<file path="config.mk">
export PLATFORM = sky130hd
export DESIGN_NAME = sar_adc_sequencer
export DESIGN_NICKNAME = d
export VERILOG_FILES = /design/src/sar_pkg.sv /design/src/sar_adc_sequencer.sv
export SDC_FILE = /design/constraint.sdc
export NUM_CORES = 1
export LEC_CHECK = 0
export BUFFER_PORTS_ARGS = -buffer_cell sky130_fd_sc_hd__buf_2
export CAP_MARGIN = 20
export CORE_MARGIN = 2
export CORE_UTILIZATION = 45
export DETAILED_ROUTE_END_ITERATION = 10
export PLACE_DENSITY = 0.67
export SYNTH_ARGS = -nofsm -noshare
export SYNTH_HDL_FRONTEND = slang
export SYNTH_SLANG_ARGS = --single-unit
</file>
<file path="constraint.sdc">
create_clock -name pclk -period 4.55 [get_ports pclk]
set_input_delay 0.455 -clock pclk [delete_from_list [all_inputs] [get_ports pclk]]
set_output_delay 0.455 -clock pclk [all_outputs]
set_load 0.005 [all_outputs]
</file>
<file path="src/sar_pkg.sv">
// Constants, register map and state type for the successive-approximation converter sequencer.
package sar_pkg;

  // Register byte offsets on the APB bus.
  localparam logic [7:0] OFF_POWER = 8'h00;
  localparam logic [7:0] OFF_OPTION = 8'h04;
  localparam logic [7:0] OFF_SETUP_A = 8'h08;
  localparam logic [7:0] OFF_SETUP_B = 8'h0C;
  localparam logic [7:0] OFF_STATUS = 8'h10;
  localparam logic [2:0] RESULT_BLOCK = 3'h1;

  // Power control register fields.
  localparam int POW_UP_BIT = 0;
  localparam int POW_WAIT_SD_BIT = 1;
  localparam int POW_IRQ_EN_BIT = 2;
  localparam int POW_WIDTH = 3;
  localparam logic [2:0] POW_RESET = 3'h0;

  // Sequence option register: length select, 00 four, 01 one, 1x eight.
  localparam int OPT_WIDTH = 2;
  localparam logic [1:0] OPT_RESET = 2'h0;
  localparam logic [1:0] LEN_FOUR = 2'h0;
  localparam logic [1:0] LEN_ONE = 2'h1;
  localparam logic [2:0] LAST_IDX_FOUR = 3'h3;
  localparam logic [2:0] LAST_IDX_ONE = 3'h0;
  localparam logic [2:0] LAST_IDX_EIGHT = 3'h7;

  // Setup register A: prescaler [4:0], sample time [6:5], 10-bit resolution [7].
  localparam int SA_SMP_LSB = 5;
  localparam int SA_RES10_BIT = 7;
  localparam int SA_WIDTH = 8;
  localparam logic [7:0] SA_RESET = 8'h00;

  // Setup register B: channel [2:0], special [3], multi [4], continuous [5], right justify [6].
  localparam int SB_SPECIAL_BIT = 3;
  localparam int SB_MULTI_BIT = 4;
  localparam int SB_CONT_BIT = 5;
  localparam int SB_RJUST_BIT = 6;
  localparam int SB_WIDTH = 7;
  localparam logic [6:0] SB_RESET = 7'h00;

  // Status register fields.
  localparam int ST_SEQ_DONE_BIT = 0;
  localparam int ST_BUSY_BIT = 1;
  localparam int ST_IDX_LSB = 4;
  localparam int ST_CCF_LSB = 8;

  // Sample and conversion lengths in module clocks.
  localparam logic [4:0] PHASE1_CLKS = 5'h02;
  localparam logic [4:0] PHASE2_CLKS = 5'h04;
  localparam logic [4:0] PHASE3_BASE_CLKS = 5'h02;
  localparam logic [4:0] CONV8_CLKS = 5'h0A;
  localparam logic [4:0] CONV10_CLKS = 5'h0C;
  localparam logic [4:0] BITS8 = 5'h08;
  localparam logic [4:0] BITS10 = 5'h0A;

  // Special reference selection driven to the analog side.
  localparam logic [1:0] REF_LOW = 2'h0;
  localparam logic [1:0] REF_HIGH = 2'h1;
  localparam logic [1:0] REF_MID = 2'h2;

  typedef enum logic [2:0] {
    ST_IDLE,
    ST_SAMP1,
    ST_SAMP2,
    ST_SAMP3,
    ST_CONV
  } seq_state_t;

endpackage

</file>
<file path="src/sar_adc_sequencer.sv">
// Sequencer, prescaler, sample timer and APB register file of the 8-channel SAR converter.
`timescale 1ns/100ps
`default_nettype none

module sar_adc_sequencer (
  input wire logic pclk,
  input wire logic presetn,
  input wire logic psel,
  input wire logic penable,
  input wire logic pwrite,
  input wire logic [7:0] paddr,
  input wire logic [31:0] pwdata,
  input wire logic stop_req,
  input wire logic wait_req,
  input wire logic comparator_high,
  output logic [31:0] prdata,
  output logic pready,
  output logic pslverr,
  output logic irq,
  output logic digital_clk_en,
  output logic sh_clk_en,
  output logic sar_clk_en,
  output logic sample_cap_connect,
  output logic buffer_amp_en,
  output logic direct_connect,
  output logic [2:0] sample_channel,
  output logic special_ref_active,
  output logic [1:0] special_ref_sel,
  output logic [9:0] dac_code,
  output logic result_load
);

  logic [sar_pkg::POW_WIDTH-1:0] power_r;
  logic [sar_pkg::OPT_WIDTH-1:0] option_r;
  logic [sar_pkg::SA_WIDTH-1:0] setup_a_r;
  logic [sar_pkg::SB_WIDTH-1:0] setup_b_r;
  logic [15:0] result_r [8];
  logic [7:0] ccf_r;
  logic [7:0] ccf_nxt;
  logic scf_r;
  logic scf_nxt;
  sar_pkg::seq_state_t state_r;
  sar_pkg::seq_state_t state_nxt;
  logic [4:0] ph_r;
  logic [4:0] ph_nxt;
  logic [2:0] idx_r;
  logic [2:0] idx_nxt;
  logic [9:0] sar_r;
  logic [9:0] sar_nxt;
  logic [4:0] prs_cnt_r;
  logic prs_half_r;
  logic load;
  logic [31:0] rd_data;

  // Bus decode.
  // Every transfer gets exactly one wait-free access cycle, so pready is never stretched.
  wire setup_phase = psel & ~penable;
  wire access_phase = psel & penable & pready;
  wire aligned = (paddr[1:0] == 2'b00);
  wire hit_power = aligned & (paddr == sar_pkg::OFF_POWER);
  wire hit_option = aligned & (paddr == sar_pkg::OFF_OPTION);
  wire hit_setup_a = aligned & (paddr == sar_pkg::OFF_SETUP_A);
  wire hit_setup_b = aligned & (paddr == sar_pkg::OFF_SETUP_B);
  wire hit_status = aligned & (paddr == sar_pkg::OFF_STATUS);
  wire hit_result = aligned & (paddr[7:5] == sar_pkg::RESULT_BLOCK);
  wire hit_any = hit_power | hit_option | hit_setup_a | hit_setup_b | hit_status | hit_result;
  wire wr = access_phase & pwrite & hit_any;
  wire wr_status = wr & hit_status;

  // Control fields.
  wire power_up = power_r[sar_pkg::POW_UP_BIT];
  wire wait_sd = power_r[sar_pkg::POW_WAIT_SD_BIT];
  wire irq_en = power_r[sar_pkg::POW_IRQ_EN_BIT];
  wire [4:0] prescale = setup_a_r[4:0];
  wire [1:0] smp_sel = setup_a_r[sar_pkg::SA_SMP_LSB+1:sar_pkg::SA_SMP_LSB];
  wire res10 = setup_a_r[sar_pkg::SA_RES10_BIT];
  wire [2:0] chan_field = setup_b_r[2:0];
  wire special = setup_b_r[sar_pkg::SB_SPECIAL_BIT];
  wire multi = setup_b_r[sar_pkg::SB_MULTI_BIT];
  wire cont = setup_b_r[sar_pkg::SB_CONT_BIT];
  wire rjust = setup_b_r[sar_pkg::SB_RJUST_BIT];

  // Stop and wait act as levels, so the converter stays down for as long as stop lasts, or wait while wait_sd is set.
  // power down sources
  wire pd = ~power_up | stop_req | (wait_req & wait_sd);
  // A setup write while down only clears the flags, because power down wins below.
  // restart on setup write
  wire start = wr & (hit_setup_a | hit_setup_b);

  // Both length codes with the upper bit set select eight conversions.
  // sequence length
  wire [2:0] last_idx = (option_r == sar_pkg::LEN_FOUR) ? sar_pkg::LAST_IDX_FOUR :
                        (option_r == sar_pkg::LEN_ONE) ? sar_pkg::LAST_IDX_ONE : sar_pkg::LAST_IDX_EIGHT;
  wire [4:0] p3_len = sar_pkg::PHASE3_BASE_CLKS << smp_sel;
  wire [4:0] conv_len = res10 ? sar_pkg::CONV10_CLKS : sar_pkg::CONV8_CLKS;
  wire [4:0] nbits = res10 ? sar_pkg::BITS10 : sar_pkg::BITS8;
  // Both bit indexes wrap late in the phase; the guards in the state machine keep them unused there.
  wire [3:0] trial_bit = 4'h9 - ph_r[3:0];
  wire [3:0] resolve_bit = 4'hA - ph_r[3:0];

  // One module clock lasts 2*(P+1) pclk cycles, with P the five-bit prescale field.
  // prescaler then divide by two
  wire prs_wrap = (prs_cnt_r == prescale);
  wire mtick = ~pd & prs_wrap & prs_half_r;

  // Channel stepping wraps within the eight inputs, so a high start channel folds back to zero.
  // channel stepping
  wire [2:0] cur_ch = (multi & ~special) ? 3'(chan_field + idx_r) : chan_field;
  // Channel bit 1 picks the midpoint; otherwise bit 0 picks the high reference over the low one.
  // reference choice
  wire [1:0] ref_sel = chan_field[1] ? sar_pkg::REF_MID : (chan_field[0] ? sar_pkg::REF_HIGH : sar_pkg::REF_LOW);

  // At 8 bits the two lowest approximation bits are never tried and are dropped here.
  // justification
  wire [15:0] res_fmt = res10 ? (rjust ? {6'h00, sar_r} : {sar_r, 6'h00}) :
                        (rjust ? {8'h00, sar_r[9:2]} : {sar_r[9:2], 8'h00});

  // Status word and read mux.
  // The index field names the result slot that the next load will fill.
  // Unmapped addresses read zero; pslverr flags them and a write to them is dropped.
  wire busy = (state_r != sar_pkg::ST_IDLE);
  wire [31:0] status_word = {16'h0000, ccf_r, 1'b0, idx_r, 2'b00, busy, scf_r};
  assign rd_data = hit_power ? {29'h0, power_r} :
                   hit_option ? {30'h0, option_r} :
                   hit_setup_a ? {24'h0, setup_a_r} :
                   hit_setup_b ? {25'h0, setup_b_r} :
                   hit_status ? status_word :
                   hit_result ? {16'h0000, result_r[paddr[4:2]]} : 32'h0000_0000;

  always_comb begin
    state_nxt = state_r;
    ph_nxt = ph_r;
    idx_nxt = idx_r;
    sar_nxt = sar_r;
    load = 1'b0;
    if (pd) begin
      state_nxt = sar_pkg::ST_IDLE;
      ph_nxt = 5'h00;
      idx_nxt = 3'h0;
    end else if (start) begin
      state_nxt = sar_pkg::ST_SAMP1;
      ph_nxt = 5'h00;
      idx_nxt = 3'h0;
      sar_nxt = 10'h000;
    end else if (mtick) begin
      case (state_r)
        sar_pkg::ST_IDLE: begin
          state_nxt = sar_pkg::ST_IDLE;
        end
        sar_pkg::ST_SAMP1: begin
          if (ph_r == sar_pkg::PHASE1_CLKS - 5'h01) begin
            state_nxt = sar_pkg::ST_SAMP2;
            ph_nxt = 5'h00;
          end else begin
            ph_nxt = ph_r + 5'h01;
          end
        end
        sar_pkg::ST_SAMP2: begin
          if (ph_r == sar_pkg::PHASE2_CLKS - 5'h01) begin
            state_nxt = sar_pkg::ST_SAMP3;
            ph_nxt = 5'h00;
          end else begin
            ph_nxt = ph_r + 5'h01;
          end
        end
        sar_pkg::ST_SAMP3: begin
          if (ph_r == p3_len - 5'h01) begin
            state_nxt = sar_pkg::ST_CONV;
            ph_nxt = 5'h00;
            sar_nxt = 10'h000;
          end else begin
            ph_nxt = ph_r + 5'h01;
          end
        end
        sar_pkg::ST_CONV: begin
          // Each trial bit is judged one module clock after it is driven, so the array has a tick to settle.
          // resolve then trial
          if ((ph_r != 5'h00) && (ph_r <= nbits) && !comparator_high) begin
            sar_nxt[resolve_bit] = 1'b0;
          end
          if (ph_r < nbits) begin
            sar_nxt[trial_bit] = 1'b1;
          end
          if (ph_r == conv_len - 5'h01) begin
            load = 1'b1;
            ph_nxt = 5'h00;
            if (idx_r == last_idx) begin
              idx_nxt = 3'h0;
              state_nxt = cont ? sar_pkg::ST_SAMP1 : sar_pkg::ST_IDLE;
            end else begin
              idx_nxt = idx_r + 3'h1;
              state_nxt = sar_pkg::ST_SAMP1;
            end
          end else begin
            ph_nxt = ph_r + 5'h01;
          end
        end
        default: begin
          state_nxt = sar_pkg::ST_IDLE;
        end
      endcase
    end
  end

  // A sequence ends at the load of its last slot; a continuous run re-enters sampling on that tick.
  wire seq_end = load & (idx_r == last_idx);

  // cleared by setup write
  // A set in the same cycle as a write-one clear survives, so no completion is lost.
  assign ccf_nxt = start ? 8'h00 :
                   ((ccf_r & ~(wr_status ? pwdata[sar_pkg::ST_CCF_LSB+7:sar_pkg::ST_CCF_LSB] : 8'h00)) |
                    (load ? (8'h01 << idx_r) : 8'h00));
  assign scf_nxt = start ? 1'b0 :
                   ((scf_r & ~(wr_status & pwdata[sar_pkg::ST_SEQ_DONE_BIT])) | seq_end);

  // Bus answer: data is captured in the setup cycle and pready rises for exactly the access cycle.
  always_ff @(posedge pclk or negedge presetn) begin
    if (!presetn) begin
      prdata <= 32'h0000_0000;
      pready <= 1'b0;
      pslverr <= 1'b0;
    end else begin
      prdata <= setup_phase ? rd_data : 32'h0000_0000;
      pready <= setup_phase;
      pslverr <= setup_phase & ~hit_any;
    end
  end

  // Power and option writes act at once; only the two setup registers restart a sequence.
  // power bit resets low
  always_ff @(posedge pclk or negedge presetn) begin
    if (!presetn) begin
      power_r <= sar_pkg::POW_RESET;
      option_r <= sar_pkg::OPT_RESET;
      setup_a_r <= sar_pkg::SA_RESET;
      setup_b_r <= sar_pkg::SB_RESET;
    end else if (wr) begin
      if (hit_power) power_r <= pwdata[sar_pkg::POW_WIDTH-1:0];
      if (hit_option) option_r <= pwdata[sar_pkg::OPT_WIDTH-1:0];
      if (hit_setup_a) setup_a_r <= pwdata[sar_pkg::SA_WIDTH-1:0];
      if (hit_setup_b) setup_b_r <= pwdata[sar_pkg::SB_WIDTH-1:0];
    end
  end

  // Result words are not reset; software only trusts one whose flag is set.
  // transfer into result
  always_ff @(posedge pclk) begin
    if (load) result_r[idx_r] <= res_fmt;
  end

  // A restart realigns the module clock, so the first sample phase of a new sequence is full length.
  // modulus counter
  always_ff @(posedge pclk or negedge presetn) begin
    if (!presetn) begin
      prs_cnt_r <= 5'h00;
      prs_half_r <= 1'b0;
    end else if (pd) begin
      prs_cnt_r <= 5'h00;
      prs_half_r <= 1'b0;
    end else if (start) begin
      prs_cnt_r <= 5'h00;
      prs_half_r <= 1'b0;
    end else if (prs_wrap) begin
      prs_cnt_r <= 5'h00;
      prs_half_r <= ~prs_half_r;
    end else begin
      prs_cnt_r <= prs_cnt_r + 5'h01;
    end
  end

  always_ff @(posedge pclk or negedge presetn) begin
    if (!presetn) begin
      state_r <= sar_pkg::ST_IDLE;
      ph_r <= 5'h00;
      idx_r <= 3'h0;
      sar_r <= 10'h000;
      ccf_r <= 8'h00;
      scf_r <= 1'b0;
    end else begin
      state_r <= state_nxt;
      ph_r <= ph_nxt;
      idx_r <= idx_nxt;
      sar_r <= sar_nxt;
      ccf_r <= ccf_nxt;
      scf_r <= scf_nxt;
    end
  end

  // Phase enables and dac_code follow the next state so they line up with it on the same edge; sample_channel follows the current index.
  always_ff @(posedge pclk or negedge presetn) begin
    if (!presetn) begin
      irq <= 1'b0;
      digital_clk_en <= 1'b0;
      sh_clk_en <= 1'b0;
      sar_clk_en <= 1'b0;
      sample_cap_connect <= 1'b0;
      buffer_amp_en <= 1'b0;
      direct_connect <= 1'b0;
      sample_channel <= 3'h0;
      special_ref_active <= 1'b0;
      special_ref_sel <= 2'h0;
      dac_code <= 10'h000;
      result_load <= 1'b0;
    end else begin
      irq <= irq_en & scf_nxt;
      digital_clk_en <= ~pd;
      sh_clk_en <= (state_nxt == sar_pkg::ST_SAMP1) | (state_nxt == sar_pkg::ST_SAMP2) |
                   (state_nxt == sar_pkg::ST_SAMP3);
      sar_clk_en <= (state_nxt == sar_pkg::ST_CONV);
      sample_cap_connect <= (state_nxt == sar_pkg::ST_SAMP1);
      buffer_amp_en <= (state_nxt == sar_pkg::ST_SAMP2);
      direct_connect <= (state_nxt == sar_pkg::ST_SAMP3);
      sample_channel <= cur_ch;
      special_ref_active <= special;
      special_ref_sel <= ref_sel;
      // The trial bit reaches the array in the same clock that sets it.
      dac_code <= sar_nxt;
      result_load <= load;
    end
  end

endmodule // sar_adc_sequencer

`default_nettype wire

</file>
==> results of run 1 <==
cell type report:
| type | count | area (sq um) |
|---|---|---|
| multi-input cells | 471 | 3630 |
| well taps | 280 | 350.3 |
| clock inverters | 9 | 101.3 |
| clock buffers | 32 | 680.7 |
| flip-flops and latches | 216 | 6046 |
| fillers | 1855 | 10380 |
| inverters | 21 | 78.83 |
| repair buffers | 89 | 490.5 |
through the flow:
stage	instance area [sq um]	hold WS, ns	worst slack [ns]	power [mW]	cells
floorplan	10020	0.1594	0.9085	2.163	758
global placement	10590	0.4057	1.281	2.201	1076
detailed placement	10590	0.4042	1.264	2.202	1076
CTS	11380	0.1668	1.259	4.088	1118
global route	11380	0.1822	1.072	4.177	1118
finish	11380	0.1965	1.295	4.051	1118
worst max-delay path, stage by stage (launching register included):
cell	delay, ns
dfrtp_1	0.59
ha_1	0.41
nand3_1	0.10
or4_4	0.50
or3_1	0.46
nor2_4	0.25
nand2_1	0.16
nor2_1	0.15
buf_4	0.29
per-layer routing:
metal | wire (um) | up-vias
met2 | 10490 | 185
met4 | 521 | 0
met1 | 10090 | 3125
li1 | - | 2904
met5 | 0 | -
met3 | 1137 | 34
state kept, by name, summed over array words and instances, names as in the netlist, 2 cells and up:
register         flops
idx_r                3
dac_code            10
ph_r                 5
ccf_r                8
state_r              3
setup_a_r            8
special_ref_sel      2
result_r           128
sample_channel       3
prdata              16
prs_cnt_r            5
power_r              3
option_r             2
setup_b_r            7
worst min-delay path by stage:
stage / start / to / slack, ns
6_report: pwdata[3] / setup_b_r[3]$_DFFE_PN0P_ / 0.20
5_1_grt: pwdata[7] / setup_a_r[7]$_DFFE_PN0P_ / 0.18
4_1_cts: pwdata[7] / setup_a_r[7]$_DFFE_PN0P_ / 0.17
3_5_place_dp: setup_b_r[3]$_DFFE_PN0P_ / special_ref_active$_DFF_PN0_ / 0.40
3_3_place_gp: setup_b_r[3]$_DFFE_PN0P_ / special_ref_active$_DFF_PN0_ / 0.41
2_1_floorplan: presetn / buffer_amp_en$_DFF_PN0_ / 0.16
kinds of logic (layout without fill, tap and decap cells):
group,Yosys count,after routing,synth area share
fa+ha+maj,18,18,0.02336
buf+inv,71,151,0.03504
flops,216,216,0.6068
mux,81,81,0.1228
other cells,1,16,0.0003764
compound gates,114,114,0.08113
simple gates,228,228,0.1182
xor+xnor,14,14,0.01231
cell usage in the layout, fill, tap and decap left out, types with 3 or more instances in the layout:
cell,count
a211oi_1,5
or2_2,3
clkbuf_1,3
mux2_2,30
a32oi_1,5
buf_4,16
a221oi_1,3
o211a_1,3
xor2_1,5
nand4_1,4
nor3_1,18
mux4_2,30
o21ai_0,26
edfxtp_1,128
nand2_1,48
or3_1,6
inv_1,21
nor2_1,69
and2_1,5
buf_2,72
a22o_1,8
and3_1,4
a22oi_1,5
clkbuf_16,24
ha_1,17
nand2b_1,8
nor2b_1,21
a222oi_1,3
nor3_2,3
a21oi_1,25
o21bai_1,8
clkbuf_8,5
conb_1,16
nand3_1,15
mux2i_1,21
clkinv_2,3
or4_1,3
xnor2_1,9
dfrtp_1,88
power groups by stage:
stage	clock network [mW]	logic, mW	registers, mW
after floorplan	0	0.0612	2.10
after global placement	0	0.0984	2.10
after detailed placement	0	0.0990	2.10
after CTS	1.92	0.0999	2.06
after global routing	2.01	0.109	2.06
final	1.89	0.0987	2.06
==> summary.txt, run 1 <==
post-cts repair resize count = 0
critical path type = register to register
P_sw = 798.1 uW
die height = 152.8 um
grt peak-use layer = met2
grt met3 use = 0.03299
Cell variety after synth = 75
Final #Nets = 888
FF-to-FF path depth = 8
Routed WL = 22.24 mm
Clock power frac = 0.466
RD Place Congestion = 0.8433
Max H-tree Level = 1
top_reg_cell synth = edfxtp_1
fmax = 0.3072 GHz
Hold/Removal Path Class = input pin to register
Post-synth top cells = edfxtp_1, dfrtp_1, nor2_1
DR vias/cell = 5.589
final setup TNS = 0 ns
Antenna Violating Nets Remaining = 0
Leak = 4.818 nW
post-layout util = 0.5229
switch share = 0.1970
r2r endpoint = result_r[6][6]$_DFFE_PP_
DP HPWL = 15.08 mm
CTS tree = yes
TritonCTS Buffers = 23
number of top-level pins = 106
vias in the first global route = 6126
layout cells sized above 1 = 0.2458
count leader, synth = edfxtp_1
Layout Area Growth over Synthesis = 14.19%
grt met1 use = 0.2682
worst r2r src = setup_a_r[7]$_DFFE_PN0P_
largest net degree at the start of global routing = 55
Clock Tree Root = clkbuf_16
Final Hold Violating Endpoints = 0
Synth Area per Inst = 13.41 sq um
internal cell power = 3.253 mW
DIE AREA = 23350 sq um
Max-Cap Viols = 0
CORE AREA = 21760 sq um
wire per inst = 19.89 um
unrepaired setup endpoints after global routing = no
ANT cells = 0
hold path depth = 2
Die W = 152.8 um
global-route wire length before repair = 34.33 mm
FFs w/ async S/R, synth = 0.4074
CP Capture Type = register
CP Capture Point = result_r[6][6]$_DFFE_PP_
top post-synthesis cells by area = edfxtp_1, dfrtp_1, mux4_2
initial antenna violation count = 0
status = finished clean
CP Data Required Time = 4.71 ns
Synth Instances = 743
Final setup viols = 0
FF-to-FF setup slack = 1.29 ns
Slew @ Worst Pin = 0.8865 ns
Setup crit start kind = register
worst-skew pair later-pin latency = 0.50 ns
postcts setup bufs = 0
Worst Skew = 0.01804 ns
CTS clk-pin slew, worst paths = 0.06 ns
clk sinks = 216
sequential power share = 0.509
Peak VDD IR = 243.9 uV
Post-CTS Hold Fix Bufs = 1
Crit Path Max Fanout = 16
cell area after synthesis = 9963 sq um
Cell Pwr Density = 356.1 nW/um^2
row cnt = 54
area share of the largest cell type after synthesis = 0.3858
fin. max-slew vios = 0
drt first pass iters = 4
count of unresolved DRC violations after routing = 0
Setup crit start = setup_a_r[7]$_DFFE_PN0P_
Yosys reg bits = 216
Max-Slew Margin vs Limit = 0.4068
crit path DAT = 3.42 ns
Post-synth EDFFs = 128
fin crit period = 3.255 ns
initial core utilization = 0.4580
sequential fraction of the synthesis area = 0.6068
IO buf count = 73
Final Cycle Share = 0.7155
Via Count = 6248
Yosys top cell by area = edfxtp_1
Comb power frac = 0.024
GRT Overall Usage = 0.1887
Synth warnings = 0
Initial DRC Count = 502
routing usage on met2 = 0.3024
gr ovfl total = 0
clk buf depth = 3
Power figures use the tool's default switching activity.
==> inputs of run 2 (changes only) <==
- ABC_AREA: default -> 1
- clock period: 4.55 -> 3.3 ns (I/O delays scaled with it)
==> run 2 against run 1 <==
- count of clock-buffer cells in the layout fell by 3
- sequential cell count did not move
- clock skew is 0.0066 ns higher
- non-clock buffer count increased by 7
- die area is 0.61% lower
- final cell count up 25%
- cell area is 0.19% lower
- global-route usage is 1.8 points higher
- critical path type unchanged
- clock power rose by 22%
- sequential share of layout area increased by 0.10 points
- first-iteration DRC count increased by 33%
==> summary.txt, run 2 <==
row cnt = 54
critical path type = register to register
clk buf depth = 3
clk sinks = 216
TritonCTS Buffers = 22
gr ovfl total = 0
Hold/Removal Path Class = input pin to register
initial core utilization = 0.4565
Antenna Violating Nets Remaining = 0
max reg flops = 128
Synth Instances = 1009
Cell Pwr Density = 465.9 nW/um^2
status = finished clean
CP Data Required Time = 3.49 ns
Slew @ Worst Pin = 0.9613 ns
crit path DAT = 3.21 ns
Max-Slew Margin vs Limit = 0.3524
Leak = 5.057 nW
DR vias/cell = 5.279
Initial DRC Count = 666
register with the most flip-flops = result_r
count of unresolved DRC violations after routing = 0
global-route wire length before repair = 38.10 mm
Yosys reg bits = 216
Final setup viols = 0
Worst Skew = 0.02463 ns
layout cells sized above 1 = 0.1487
cell area after synthesis = 9901 sq um
top_reg_cell synth = edfxtp_1
Post-synth EDFFs = 128
IO buf count = 73
Post-synth top cells = nand2_1, edfxtp_1, dfrtp_1
ANT cells = 0
CTS clk-pin slew, worst paths = 0.06 ns
final setup TNS = 0 ns
dpl cell area = 10670 sq um
top post-synthesis cells by area = edfxtp_1, dfrtp_1, nand2_1
DIE AREA = 23200 sq um
number of top-level pins = 106
wire per inst = 17.41 um
DP HPWL = 16.62 mm
area share of the largest cell type after synthesis = 0.3882
Crit Path Max Fanout = 10
post-cts repair resize count = 0
Routed WL = 24.30 mm
Final WS setup = 0.2773 ns
Layout Area Growth over Synthesis = 14.70%
sequential fraction of the synthesis area = 0.6106
count leader, synth = nand2_1
placed insts = 1354
CTS tree = yes
Peak VDD IR = 298.2 uV
Final Hold Violating Endpoints = 0
RD Place Congestion = 0.9336
postcts setup bufs = 0
Final #Nets = 1166
GRT Overall Usage = 0.2068
fmax = 0.3308 GHz
Cell variety after synth = 44
pre-CTS setup slack = 0.2814 ns
most frequent cells in the layout = nand2_1, edfxtp_1, dfrtp_1
unrepaired setup endpoints after global routing = no
fin crit period = 3.023 ns
CP Capture Type = register
commonest non-fill, non-tap cell in the layout = nand2_1
Setup crit start kind = register
Via Count = 7370
CORE AREA = 21690 sq um
initial antenna violation count = 2
fin. max-slew vios = 0
leading registers by flop count = result_r: 128 flops, prdata: 16 flops, dac_code: 10 flops
Final Cycle Share = 0.9160
Max-Cap Viols = 0
Synth warnings = 0
Clock Tree Root = clkbuf_16
vias in the first global route = 6959
die height = 152.3 um
Finished Layout Cells = 1396
Max H-tree Level = 1
Die W = 152.3 um
largest net degree at the start of global routing = 55
Yosys top cell by area = edfxtp_1
# fillers = 1954
Synth Area per Inst = 9.812 sq um
total chip power = 5.290 mW
drt first pass iters = 5
final instance area = 11360 sq um
worst-skew pair later-pin latency = 0.52 ns
FFs w/ async S/R, synth = 0.4074
[run 2: changes by cell type after synthesis, moves of 11 or more]
cell	before	now
mux2i_1	21	0
nand3_1	15	56
a21oi_1	25	41
nor3_1	19	8
nand2_1	48	297
a41oi_1	0	11
o21ai_0	26	70
mux2_2	30	1
nand4_1	4	26
inv_1	21	83
nor2b_1	21	0
mux4_2	30	0
[run 2: kinds of logic after synthesis]
logic type | share of synthesized area
AND/OR/NAND/NOR | 0.2061
flip-flops | 0.6106
AO/OA/AOI/OAI | 0.09099
buffers and inverters | 0.06015
adder cells (fa/ha/maj) | 0.02351
XOR/XNOR | 0.007077
other | 0.0003788
multiplexers | 0.001137
[run 2: per-layer routing]
metal,vias to the layer above,GRT usage,share of wire
met1,3474,0.3001,0.44
met3,41,0.02901,0.078
met2,285,0.3290,0.46
li1,3568,-,-
met5,-,0,0.00053
met4,2,0.05696,0.028
[run 2: final timing paths]
| path | startpoint | to | slack, ns | cells after the start |
|---|---|---|---|---|
| min | pwdata[3] | setup_a_r[3]$_DFFE_PN0P_ | 0.05 | 3 |
| max in group asynchronous | presetn | prdata[7]$_DFF_PN0_ | 2.12 | 3 |
| max reg2reg | ph_r[1]$_DFFE_PN0P_ | result_r[1][1]$_DFFE_PP_ | 0.28 | 9 |
| min reg2reg | setup_b_r[3]$_DFFE_PN0P_ | special_ref_active$_DFF_PN0_ | 0.44 | 0 |
| min in group asynchronous | presetn | digital_clk_en$_DFF_PN0_ | 0.41 | 2 |
| max | ph_r[1]$_DFFE_PN0P_ | result_r[1][1]$_DFFE_PP_ | 0.28 | 9 |
[run 2: cell type report]
cell class / count / area, sq um / area share
Sequential cell: 216 / 6046 / 0.5324
Clock inverter: 11 / 87.58 / 0.007713
Tap cell: 280 / 350.3 / 0.03085
Clock buffer: 29 / 576.8 / 0.05079
Multi-Input combinational cell: 674 / 3400 / 0.2994
Timing Repair Buffer: 96 / 555.5 / 0.04892
Inverter: 90 / 340.3 / 0.02997
[run 2: timing repair]
action / in CTS / in global routing
hold buffers: 1 / 0
hold endpoints to repair: 52 / 0
setup endpoints to repair: 0 / 0
[run 2: metrics by stage]
step | hold WS, ns | utilization
after global routing | 0.04890 | 0.5236
after detailed placement | 0.4215 | 0.4922
after floorplan | 0.03441 | -
after global placement | 0.4118 | 0.4922
final | 0.05152 | 0.5236
after CTS | 0.04493 | 0.5232
[run 2: power by group]
part           switching (mW)  internal (mW)
logic                   0.101         0.0344
clock network           0.999           1.31
registers            0.000693           2.84
[run 2: worst max-delay path, cell delays in order, from the launching register on]
cell,delay (ns)
dfrtp_1,0.51
inv_1,0.17
ha_1,0.33
nand4_1,0.13
nor2_1,0.27
nand2_2,0.15
nor2_4,0.21
nand2_2,0.18
nor3_4,0.43
buf_4,0.31
